==> src/lvtr_pkg.sv <==
// lvtr_pkg: register map, field layout, reset values and timing states
// for the lvds video timing register block.
// assumes: byte-wide register port, one sys_clk domain.
package lvtr_pkg;
    // ==========================================================
    // register offsets
    localparam logic [7:0] ADDR_CHAN_CFG = 8'h18;
    localparam logic [7:0] ADDR_HSW_LOW = 8'h2C;
    localparam logic [7:0] ADDR_HSW_HIGH = 8'h2D;
    localparam logic [7:0] ADDR_VSW_LOW = 8'h30;
    localparam logic [7:0] ADDR_VSW_HIGH = 8'h31;
    localparam logic [7:0] ADDR_HBP = 8'h34;
    localparam logic [7:0] ADDR_VBP = 8'h36;
    localparam logic [7:0] ADDR_HFP = 8'h38;
    localparam logic [7:0] ADDR_VFP = 8'h3A;
    localparam logic [7:0] ADDR_TPG = 8'h3C;
    localparam logic [7:0] ADDR_ACTIVE = 8'h40;
    localparam logic [7:0] ADDR_STATUS = 8'h41;
    // ==========================================================
    // field positions and widths
    localparam int MODE_BIT = 4;
    localparam int TPG_BIT = 4;
    localparam int HIGH_W = 2;
    localparam int SYNC_W = 10;
    localparam int PORCH_W = 8;
    localparam int ACT_W = 8;
    localparam int CNT_W = 12;
    // ==========================================================
    // reset values
    localparam logic [7:0] RST_BYTE = 8'h00;
    localparam logic [7:0] RST_ACTIVE = 8'h10;
    localparam logic [7:0] RST_CHAN_CFG = 8'h00;
    // ==========================================================
    // timing phases of the pattern generator, one-hot
    typedef enum logic [3:0] {
        PH_SYNC = 4'h1,
        PH_BACK = 4'h2,
        PH_ACT = 4'h4,
        PH_FRONT = 4'h8
    } lvtr_phase_type;
endpackage

==> src/lvtr_timing_regs.sv <==
// lvtr_timing_regs: video timing registers of the lvds output and the
// test pattern timing generator that consumes them.
// assumes: byte register port on sys_clk; pass-through sync arrives
// from the input link decoder on the same clock.
`timescale 1ns/1ps
module lvtr_timing_regs (
    input wire logic sys_clk,
    input wire logic rst_b,
    input wire logic [7:0] regAddr,
    input wire logic [7:0] regWrData,
    input wire logic regWrStb,
    input wire logic regRdStb,
    output logic [7:0] regRdData,
    input wire logic linkHsync,
    input wire logic linkVsync,
    input wire logic linkDe,
    input wire logic [23:0] linkPixel,
    output logic chanAHsync,
    output logic chanAVsync,
    output logic chanADe,
    output logic [23:0] chanAPixel,
    output logic chanBHsync,
    output logic chanBVsync,
    output logic chanBDe,
    output logic [23:0] chanBPixel
);
    // ==========================================================
    // state
    typedef struct packed {
        logic [7:0] chanCfg;
        logic [7:0] hswLow;
        logic [1:0] hswHigh;
        logic [7:0] vswLow;
        logic [1:0] vswHigh;
        logic [7:0] hbp;
        logic [7:0] vbp;
        logic [7:0] hfp;
        logic [7:0] vfp;
        logic tpgEn;
        logic [7:0] actPix;
        logic [7:0] actLines;
        logic [7:0] rdData;
        logic [7:0] hbpCnt;
        logic hsPrev;
        logic [23:0] pattern;
        logic hs;
        logic vs;
        logic de;
        logic [23:0] pix;
        logic bOn;
    } lvtr_state_type;

    lvtr_state_type state_ff;
    lvtr_state_type nxt_state;

    logic [lvtr_pkg::SYNC_W-1:0] hsyncWidth;
    logic [lvtr_pkg::SYNC_W-1:0] vsyncWidth;
    logic singleMode;
    lvtr_pkg::lvtr_phase_type hPhase;
    lvtr_pkg::lvtr_phase_type vPhase;
    logic hWrap;
    logic vWrap;
    logic tpgDe;
    logic [7:0] hbpLeft;

    // ==========================================================
    // assembled timing values
    assign hsyncWidth = {state_ff.hswHigh, state_ff.hswLow};
    assign vsyncWidth = {state_ff.vswHigh, state_ff.vswLow};
    assign singleMode = state_ff.chanCfg[lvtr_pkg::MODE_BIT];

    // ==========================================================
    // pattern generator axes; held at sync start while disabled
    lvtr_phase_counter #(
        .CW(lvtr_pkg::CNT_W)
    ) u_horiz (
        .sys_clk(sys_clk),
        .rst_b(rst_b),
        .run(state_ff.tpgEn),
        .step(1'b1),
        .syncLen(lvtr_pkg::CNT_W'(hsyncWidth)),
        .backLen(lvtr_pkg::CNT_W'(state_ff.hbp)),
        .actLen(lvtr_pkg::CNT_W'(state_ff.actPix)),
        .frontLen(lvtr_pkg::CNT_W'(state_ff.hfp)),
        .phase(hPhase),
        .wrap(hWrap)
    );

    lvtr_phase_counter #(
        .CW(lvtr_pkg::CNT_W)
    ) u_vert (
        .sys_clk(sys_clk),
        .rst_b(rst_b),
        .run(state_ff.tpgEn),
        .step(hWrap),
        .syncLen(lvtr_pkg::CNT_W'(vsyncWidth)),
        .backLen(lvtr_pkg::CNT_W'(state_ff.vbp)),
        .actLen(lvtr_pkg::CNT_W'(state_ff.actLines)),
        .frontLen(lvtr_pkg::CNT_W'(state_ff.vfp)),
        .phase(vPhase),
        .wrap(vWrap)
    );

    assign tpgDe = (hPhase == lvtr_pkg::PH_ACT) && (vPhase == lvtr_pkg::PH_ACT);

    // ==========================================================
    // next state: register writes, reads, output selection
    always_comb begin
        nxt_state = state_ff;
        // writes; reserved high bits of the narrow registers are dropped
        if (regWrStb) begin
            unique case (regAddr)
                lvtr_pkg::ADDR_CHAN_CFG: nxt_state.chanCfg = regWrData;
                lvtr_pkg::ADDR_HSW_LOW: nxt_state.hswLow = regWrData;
                lvtr_pkg::ADDR_HSW_HIGH: nxt_state.hswHigh = regWrData[1:0];
                lvtr_pkg::ADDR_VSW_LOW: nxt_state.vswLow = regWrData;
                lvtr_pkg::ADDR_VSW_HIGH: nxt_state.vswHigh = regWrData[1:0];
                lvtr_pkg::ADDR_HBP: nxt_state.hbp = regWrData;
                lvtr_pkg::ADDR_VBP: nxt_state.vbp = regWrData;
                lvtr_pkg::ADDR_HFP: nxt_state.hfp = regWrData;
                lvtr_pkg::ADDR_VFP: nxt_state.vfp = regWrData;
                lvtr_pkg::ADDR_TPG: nxt_state.tpgEn = regWrData[lvtr_pkg::TPG_BIT];
                lvtr_pkg::ADDR_ACTIVE: nxt_state.actPix = regWrData;
                lvtr_pkg::ADDR_STATUS: nxt_state.actLines = regWrData;
                default: ;
            endcase
        end
        // reads: data valid the cycle after the strobe only
        nxt_state.rdData = lvtr_pkg::RST_BYTE;
        if (regRdStb) begin
            unique case (regAddr)
                lvtr_pkg::ADDR_CHAN_CFG: nxt_state.rdData = state_ff.chanCfg;
                lvtr_pkg::ADDR_HSW_LOW: nxt_state.rdData = state_ff.hswLow;
                lvtr_pkg::ADDR_HSW_HIGH: nxt_state.rdData = {6'h00, state_ff.hswHigh};
                lvtr_pkg::ADDR_VSW_LOW: nxt_state.rdData = state_ff.vswLow;
                lvtr_pkg::ADDR_VSW_HIGH: nxt_state.rdData = {6'h00, state_ff.vswHigh};
                lvtr_pkg::ADDR_HBP: nxt_state.rdData = state_ff.hbp;
                lvtr_pkg::ADDR_VBP: nxt_state.rdData = state_ff.vbp;
                lvtr_pkg::ADDR_HFP: nxt_state.rdData = state_ff.hfp;
                lvtr_pkg::ADDR_VFP: nxt_state.rdData = state_ff.vfp;
                lvtr_pkg::ADDR_TPG: nxt_state.rdData = {3'h0, state_ff.tpgEn, 4'h0};
                lvtr_pkg::ADDR_ACTIVE: nxt_state.rdData = state_ff.actPix;
                lvtr_pkg::ADDR_STATUS: nxt_state.rdData = state_ff.actLines;
                default: nxt_state.rdData = lvtr_pkg::RST_BYTE;
            endcase
        end
        // pass-through: hsync as received, de held back by hbp pixels after
        // hsync falls, so only the horizontal back porch shapes live video;
        // porches marked pattern-only never reach this path
        // the cycle in which hsync falls is already porch, so the panel
        // sees exactly hbp blank pixels before the first active one
        nxt_state.hsPrev = linkHsync;
        hbpLeft = state_ff.hbpCnt;
        if (state_ff.hsPrev && !linkHsync) begin
            hbpLeft = state_ff.hbp;
        end
        nxt_state.hbpCnt = (hbpLeft != 8'h00) ? hbpLeft - 8'h01 : 8'h00;
        if (state_ff.tpgEn) begin
            // test pattern: sync active during sync phases, ramp colour
            nxt_state.hs = (hPhase == lvtr_pkg::PH_SYNC);
            nxt_state.vs = (vPhase == lvtr_pkg::PH_SYNC);
            nxt_state.de = tpgDe;
            nxt_state.pix = tpgDe ? state_ff.pattern : 24'h000000;
            nxt_state.pattern = vWrap ? 24'h000000 :
                (tpgDe ? state_ff.pattern + 24'h010101 : state_ff.pattern);
        end else begin
            nxt_state.hs = linkHsync;
            nxt_state.vs = linkVsync;
            nxt_state.de = linkDe && (hbpLeft == 8'h00);
            nxt_state.pix = linkPixel;
            nxt_state.pattern = 24'h000000;
        end
        nxt_state.bOn = !singleMode;
    end

    // state register
    always_ff @(posedge sys_clk) begin
        if (!rst_b) begin
            state_ff <= '0;
            state_ff.chanCfg <= lvtr_pkg::RST_CHAN_CFG;
            state_ff.actPix <= lvtr_pkg::RST_ACTIVE;
            state_ff.actLines <= lvtr_pkg::RST_ACTIVE;
        end else begin
            state_ff <= nxt_state;
        end
    end

    // ==========================================================
    // outputs straight from flops; channel B muted in single mode
    always_ff @(posedge sys_clk) begin
        if (!rst_b) begin
            chanBHsync <= 1'b0;
            chanBVsync <= 1'b0;
            chanBDe <= 1'b0;
            chanBPixel <= 24'h000000;
        end else begin
            chanBHsync <= nxt_state.hs && nxt_state.bOn;
            chanBVsync <= nxt_state.vs && nxt_state.bOn;
            chanBDe <= nxt_state.de && nxt_state.bOn;
            chanBPixel <= nxt_state.bOn ? nxt_state.pix : 24'h000000;
        end
    end

    assign regRdData = state_ff.rdData;
    assign chanAHsync = state_ff.hs;
    assign chanAVsync = state_ff.vs;
    assign chanADe = state_ff.de;
    assign chanAPixel = state_ff.pix;

    // ==========================================================
    // checks
    a_hsw_high_mask: assert property (@(posedge sys_clk) disable iff (!rst_b)
        (regWrStb && regAddr == lvtr_pkg::ADDR_HSW_HIGH) |=>
            hsyncWidth[9:8] == $past(regWrData[1:0]))
        else $error("hsync width high bits not taken");
    a_vsw_join: assert property (@(posedge sys_clk) disable iff (!rst_b)
        (regWrStb && regAddr == lvtr_pkg::ADDR_VSW_LOW) |=>
            vsyncWidth[7:0] == $past(regWrData))
        else $error("vsync width low byte not taken");
    a_hsw_low_rw: assert property (@(posedge sys_clk) disable iff (!rst_b)
        (regWrStb && regAddr == lvtr_pkg::ADDR_HSW_LOW) ##1
            (regRdStb && regAddr == lvtr_pkg::ADDR_HSW_LOW && !regWrStb) |=>
            regRdData == $past(regWrData, 2))
        else $error("hsync low byte readback wrong");
    a_read_once: assert property (@(posedge sys_clk) disable iff (!rst_b)
        !regRdStb |=> regRdData == 8'h00)
        else $error("read data outside read slot");
    a_hbp_hold: assert property (@(posedge sys_clk) disable iff (!rst_b)
        (!state_ff.tpgEn && state_ff.hbpCnt != 8'h00 && state_ff.hbp != 8'h00) |=>
            !state_ff.de)
        else $error("active pixel inside back porch");
    a_tpg_hsync: assert property (@(posedge sys_clk) disable iff (!rst_b)
        state_ff.tpgEn |=> chanAHsync == $past(hPhase == lvtr_pkg::PH_SYNC))
        else $error("pattern hsync not from timing");
    a_pass_vsync: assert property (@(posedge sys_clk) disable iff (!rst_b)
        !state_ff.tpgEn |=> chanAVsync == $past(linkVsync))
        else $error("pass-through vsync altered");
    a_single_mute: assert property (@(posedge sys_clk) disable iff (!rst_b)
        singleMode ##1 singleMode |-> !chanBDe && !chanBHsync)
        else $error("channel B active in single mode");
    a_dual_copy: assert property (@(posedge sys_clk) disable iff (!rst_b)
        !singleMode ##1 !singleMode |-> chanBDe == chanADe)
        else $error("channel B differs in dual mode");
    a_vfp_phase: assert property (@(posedge sys_clk) disable iff (!rst_b)
        (state_ff.tpgEn && vPhase == lvtr_pkg::PH_FRONT) |=> !chanADe)
        else $error("active data in vertical front porch");
endmodule

==> src/lvtr_phase_counter.sv <==
// lvtr_phase_counter: one timing axis (horizontal or vertical) stepping
// through sync, back porch, active and front porch.
// assumes: step is a single-cycle advance from the same clock.
`timescale 1ns/1ps
module lvtr_phase_counter #(
    parameter int CW = 12
) (
    input wire logic sys_clk,
    input wire logic rst_b,
    input wire logic run,
    input wire logic step,
    input wire logic [CW-1:0] syncLen,
    input wire logic [CW-1:0] backLen,
    input wire logic [CW-1:0] actLen,
    input wire logic [CW-1:0] frontLen,
    output lvtr_pkg::lvtr_phase_type phase,
    output logic wrap
);
    typedef struct packed {
        lvtr_pkg::lvtr_phase_type ph;
        logic [CW-1:0] cnt;
    } lvtr_axis_type;

    lvtr_axis_type state_ff;
    lvtr_axis_type nxt_state;
    logic [CW-1:0] curLen;
    logic last;

    // a zero length still lasts one unit so the axis can never stall
    always_comb begin
        unique case (state_ff.ph)
            lvtr_pkg::PH_SYNC: curLen = syncLen;
            lvtr_pkg::PH_BACK: curLen = backLen;
            lvtr_pkg::PH_ACT: curLen = actLen;
            lvtr_pkg::PH_FRONT: curLen = frontLen;
            default: curLen = syncLen;
        endcase
        last = (state_ff.cnt + CW'(1) >= curLen);
        wrap = step && last && (state_ff.ph == lvtr_pkg::PH_FRONT);
        nxt_state = state_ff;
        if (!run) begin
            nxt_state.ph = lvtr_pkg::PH_SYNC;
            nxt_state.cnt = '0;
        end else if (step) begin
            if (last) begin
                nxt_state.cnt = '0;
                unique case (state_ff.ph)
                    lvtr_pkg::PH_SYNC: nxt_state.ph = lvtr_pkg::PH_BACK;
                    lvtr_pkg::PH_BACK: nxt_state.ph = lvtr_pkg::PH_ACT;
                    lvtr_pkg::PH_ACT: nxt_state.ph = lvtr_pkg::PH_FRONT;
                    lvtr_pkg::PH_FRONT: nxt_state.ph = lvtr_pkg::PH_SYNC;
                    default: nxt_state.ph = lvtr_pkg::PH_SYNC;
                endcase
            end else begin
                nxt_state.cnt = state_ff.cnt + CW'(1);
            end
        end
    end

    // state register
    always_ff @(posedge sys_clk) begin
        if (!rst_b) begin
            state_ff.ph <= lvtr_pkg::PH_SYNC;
            state_ff.cnt <= '0;
        end else begin
            state_ff <= nxt_state;
        end
    end

    assign phase = state_ff.ph;

    a_axis_onehot: assert property (@(posedge sys_clk) disable iff (!rst_b)
        $onehot(state_ff.ph))
        else $error("axis phase not one-hot");
endmodule

==> config.mk <==
export PLATFORM = sky130hd
export DESIGN_NAME = lvtr_timing_regs
export DESIGN_NICKNAME = d
export VERILOG_FILES = /design/src/lvtr_pkg.sv /design/src/lvtr_timing_regs.sv /design/src/lvtr_phase_counter.sv
export SDC_FILE = /design/constraint.sdc
export NUM_CORES = 1
export LEC_CHECK = 0
export BUFFER_PORTS_ARGS = -buffer_cell sky130_fd_sc_hd__buf_2
export CAP_MARGIN = 20
export CORE_MARGIN = 1
export CORE_UTILIZATION = 30
export DETAILED_ROUTE_END_ITERATION = 7
export SYNTH_ARGS = -nofsm -noshare
export SYNTH_HDL_FRONTEND = slang
export SYNTH_SLANG_ARGS = --single-unit
==> constraint.sdc <==
create_clock -name sys_clk -period 10.37 [get_ports sys_clk]
set_input_delay 1.037 -clock sys_clk [delete_from_list [all_inputs] [get_ports sys_clk]]
set_output_delay 1.037 -clock sys_clk [all_outputs]
set_load 0.005 [all_outputs]
==> impl_results.md <==
* Outcome: finished with violations
* Failing checks: DRC
* CP Cell Sequence: nor4b_2 -> buf_4 -> nor3_1 -> a21boi_0 -> ha_1 -> nand2_1 -> or3_4 -> o311ai_4 -> o21ai_4 -> o31ai_4 -> nor2_1
* Worst EP required at 10.71 ns
* Mapped Cells at 1120
* FF-to-FF path depth at 11
* GRT overflow at 0
* DP HPWL at 19000 um
* CTS clock-pin slew for the worst setup and hold paths at 0.07 ns
* Commonest non-fill, non-tap cell in the layout: dfxtp_1
* Fmax at 229 MHz
* Via count at 8322
* Synth Area in XOR/XNOR at 4.07%
* Cell variety after synth at 73
* Initial antenna violation count at 1
* Period minus WS final at 4.37 ns
* Count of final hold-check violations at 0
* RSZ-0062 raised after global routing: no
* Final ANT Viol Nets at 0
* Inserted Diodes at 0
* CTS tree: yes
* Critical path class: reg -> reg
* PnR worst setup slack at 6.00 ns
* Syn-to-layout area delta at 14.9%
* Hold_buf cts at 0
* Final Max Slew Viols at 0
* YS warnings at 0
* Worst slack, placed at 6.05 ns
* Synth Register Bits at 204
* Final setup vio count at 0
* Total GRT Usage at 16.0%
* Period utilization at 42.2%
* Async SR Flop Fraction at 0%
* Port buffer count at 108
* First-iteration detailed-routing DRC count at 837
* Final Skew at 0.0283 ns
* Core area at 31600 um^2
* Syn Area/Cell at 8.66 um^2
* Bufs and invs on worst path at 1
* Critical path endpoint: state_ff[35]
* Sequential share of power at 45.5%
* CP max FO at 24
* Crit path depth at 11
* Die height at 182 um
* Sink Count at 204
* Slowest stage delay, CP at 0.89 ns
* Inserted Clock Buffers at 23
* Flop2flop setup slack at 6.00 ns
* Ys flop type: dfxtp_1
* Logic pwr share at 7.4%
* Layout cells sized above 1 at 16.2%
* Crit-path leading delay family: compound AO/OA/AOI/OAI gates
* Most frequent cells in the layout: 204 x dfxtp_1, 130 x nand2_1, 109 x buf_2
* Crit path arrival time at 4.71 ns
* WL final at 26800 um
* Hold Crit Class: reg -> reg
* Main combinational cell family by area after synthesis: simple AND/OR/NAND/NOR gates
* Simple-Gate Fraction of Synth Area at 24.1%
* Max VDD drop at 0.0987 mV
* Post-synth EDFFs at 0
* Layout Cells excl Fill at 1586
* Sw Ratio at 23.0%
* Vias/cell at 5.25
* Setup TNS at 0 ns
* Pwr dens at 162 nW/um^2
* Fillers at 3261
* Post-synthesis compound-gate area fraction at 14.4%
* Vias in the first global route at 7835
* Io pins at 109
* Max-slew headroom at 31.9%
* Routed length per instance at 16.9 um
* Measured slew at the worst slew-check pin at 1.01 ns
* Register area share after synthesis at 42.1%
* Critical R2R Capture: state_ff[35]
* Slowest cell on the critical path: o31ai_4
* Initial Utilization at 30.6%
* Worst-skew pair later-pin latency at 0.52 ns
* CP Launch Type: flop
* FP Rows at 65
* Max-Cap Viols at 0
* Largest net degree at the start of global routing at 75
* Die Area at 33000 um^2
* Die Wd at 182 um
* # DRC at 4
* Clock root cell: clkbuf_16
* Int Power at 0.00139 W
* Pre-antenna DRT Iters at 8
* # resized after CTS at 0
* First-pass GRT wire length at 42700 um
* WHS at 0.459 ns
* Pleak at 4.40 nW
* H-tree levels at 1
* Worst flop-to-flop path startpoint: u_horiz.phase[3]
* Layout Nets at 1239
* Clock power frac at 47.1%
* Pwr Total at 0.00180 W
* Mapped cell area at 9700 um^2
* Switching power at 0.000414 W
* Post-synthesis mux area share at 6.31%
* GPL Wtd Cong at 0.938
* CP endpoint kind: flop
* Post-synthesis adder-cell area fraction at 3.10%
* Placed cells at 1542
* Post-CTS Setup Inserts at 0
* Worst-case clock buffer depth at 3
* Worst Setup SP: u_horiz.phase[3]
## cell families after synthesis
group,Yosys count
xor+xnor,45
simple gates,470
flops,204
compound gates,206
mux,61
other cells,1
fa+ha+maj,24
buf+inv,109
## how the worst min path moves through the flow
stage	startpoint	endpoint	slack [ns]	cells after the start
3_3_place_gp	state_ff[144]	state_ff[144]	0.45	2
5_1_grt	state_ff[144]	state_ff[144]	0.48	2
2_1_floorplan	state_ff[139]	state_ff[139]	0.44	2
6_report	state_ff[144]	state_ff[144]	0.46	2
3_5_place_dp	state_ff[144]	state_ff[144]	0.45	2
4_1_cts	state_ff[144]	state_ff[144]	0.46	2
## layer usage
metal | vias up | GRT usage (%) | share of wire [%]
met2 | 314 | 25.2 | 44
li1 | 4046 | - | -
met3 | 83 | 3.09 | 7.1
met5 | - | 0 | 0
met1 | 3879 | 21.5 | 45
met4 | 0 | 6.47 | 3.6
## final cells by class
class | count | area [um^2] | share of cell area, %
Clock buffer | 30 | 662 | 5.94
Clock inverter | 11 | 136 | 1.22
Inverter | 9 | 35.0 | 0.315
Multi-Input combinational cell | 808 | 5060 | 45.4
Sequential cell | 204 | 4080 | 36.7
Tap cell | 402 | 503 | 4.52
Timing Repair Buffer | 122 | 663 | 5.95
## power by group through the flow
stage	Clock [W]	Combinational, W	Sequential (W)
finish	0.000848	0.000133	0.000819
detailed placement	0	0.000131	0.000837
floorplan	0	0.0000935	0.000835
global placement	0	0.000130	0.000836
global route	0.000901	0.000150	0.000821
CTS	0.000866	0.000132	0.000819
## sequential cells by signal, summed over array words and instances, names as in the netlist
name and flops:
state_ff 99, u_horiz.phase 4, chanBDe 1, regRdData 8
hsyncWidth 10, u_vert.state_ff 12, chanBVsync 1, singleMode 1
u_vert.phase 4, chanBHsync 1, chanAVsync 1, u_horiz.state_ff 12
chanBPixel 24, chanAHsync 1, chanADe 1, chanAPixel 24
## synth_stat cells, drive strengths merged (24+ instances only)
master	n	area, um^2
a21oi	92	460
buf	53	362
clkbuf	47	176
dfxtp	204	4080
ha	24	300
mux2i	60	601
nand2	130	488
nand3	100	510
nor2	106	400
nor2b	36	225
xnor2	26	228
## per-stage QoR
stage	util [%]	area, um^2
2_1_floorplan	-	9700
3_3_place_gp	32.6	10300
5_1_grt	35.2	11100
4_1_cts	35.1	11100
3_5_place_dp	32.6	10300
6_report	35.2	11100
## worst min-delay path: stages (launching register included)
cell and delay [ns]:
dfxtp_1 0.31, nand2_1 0.05, a21oi_1 0.05
Power figures use the tool's default switching activity.
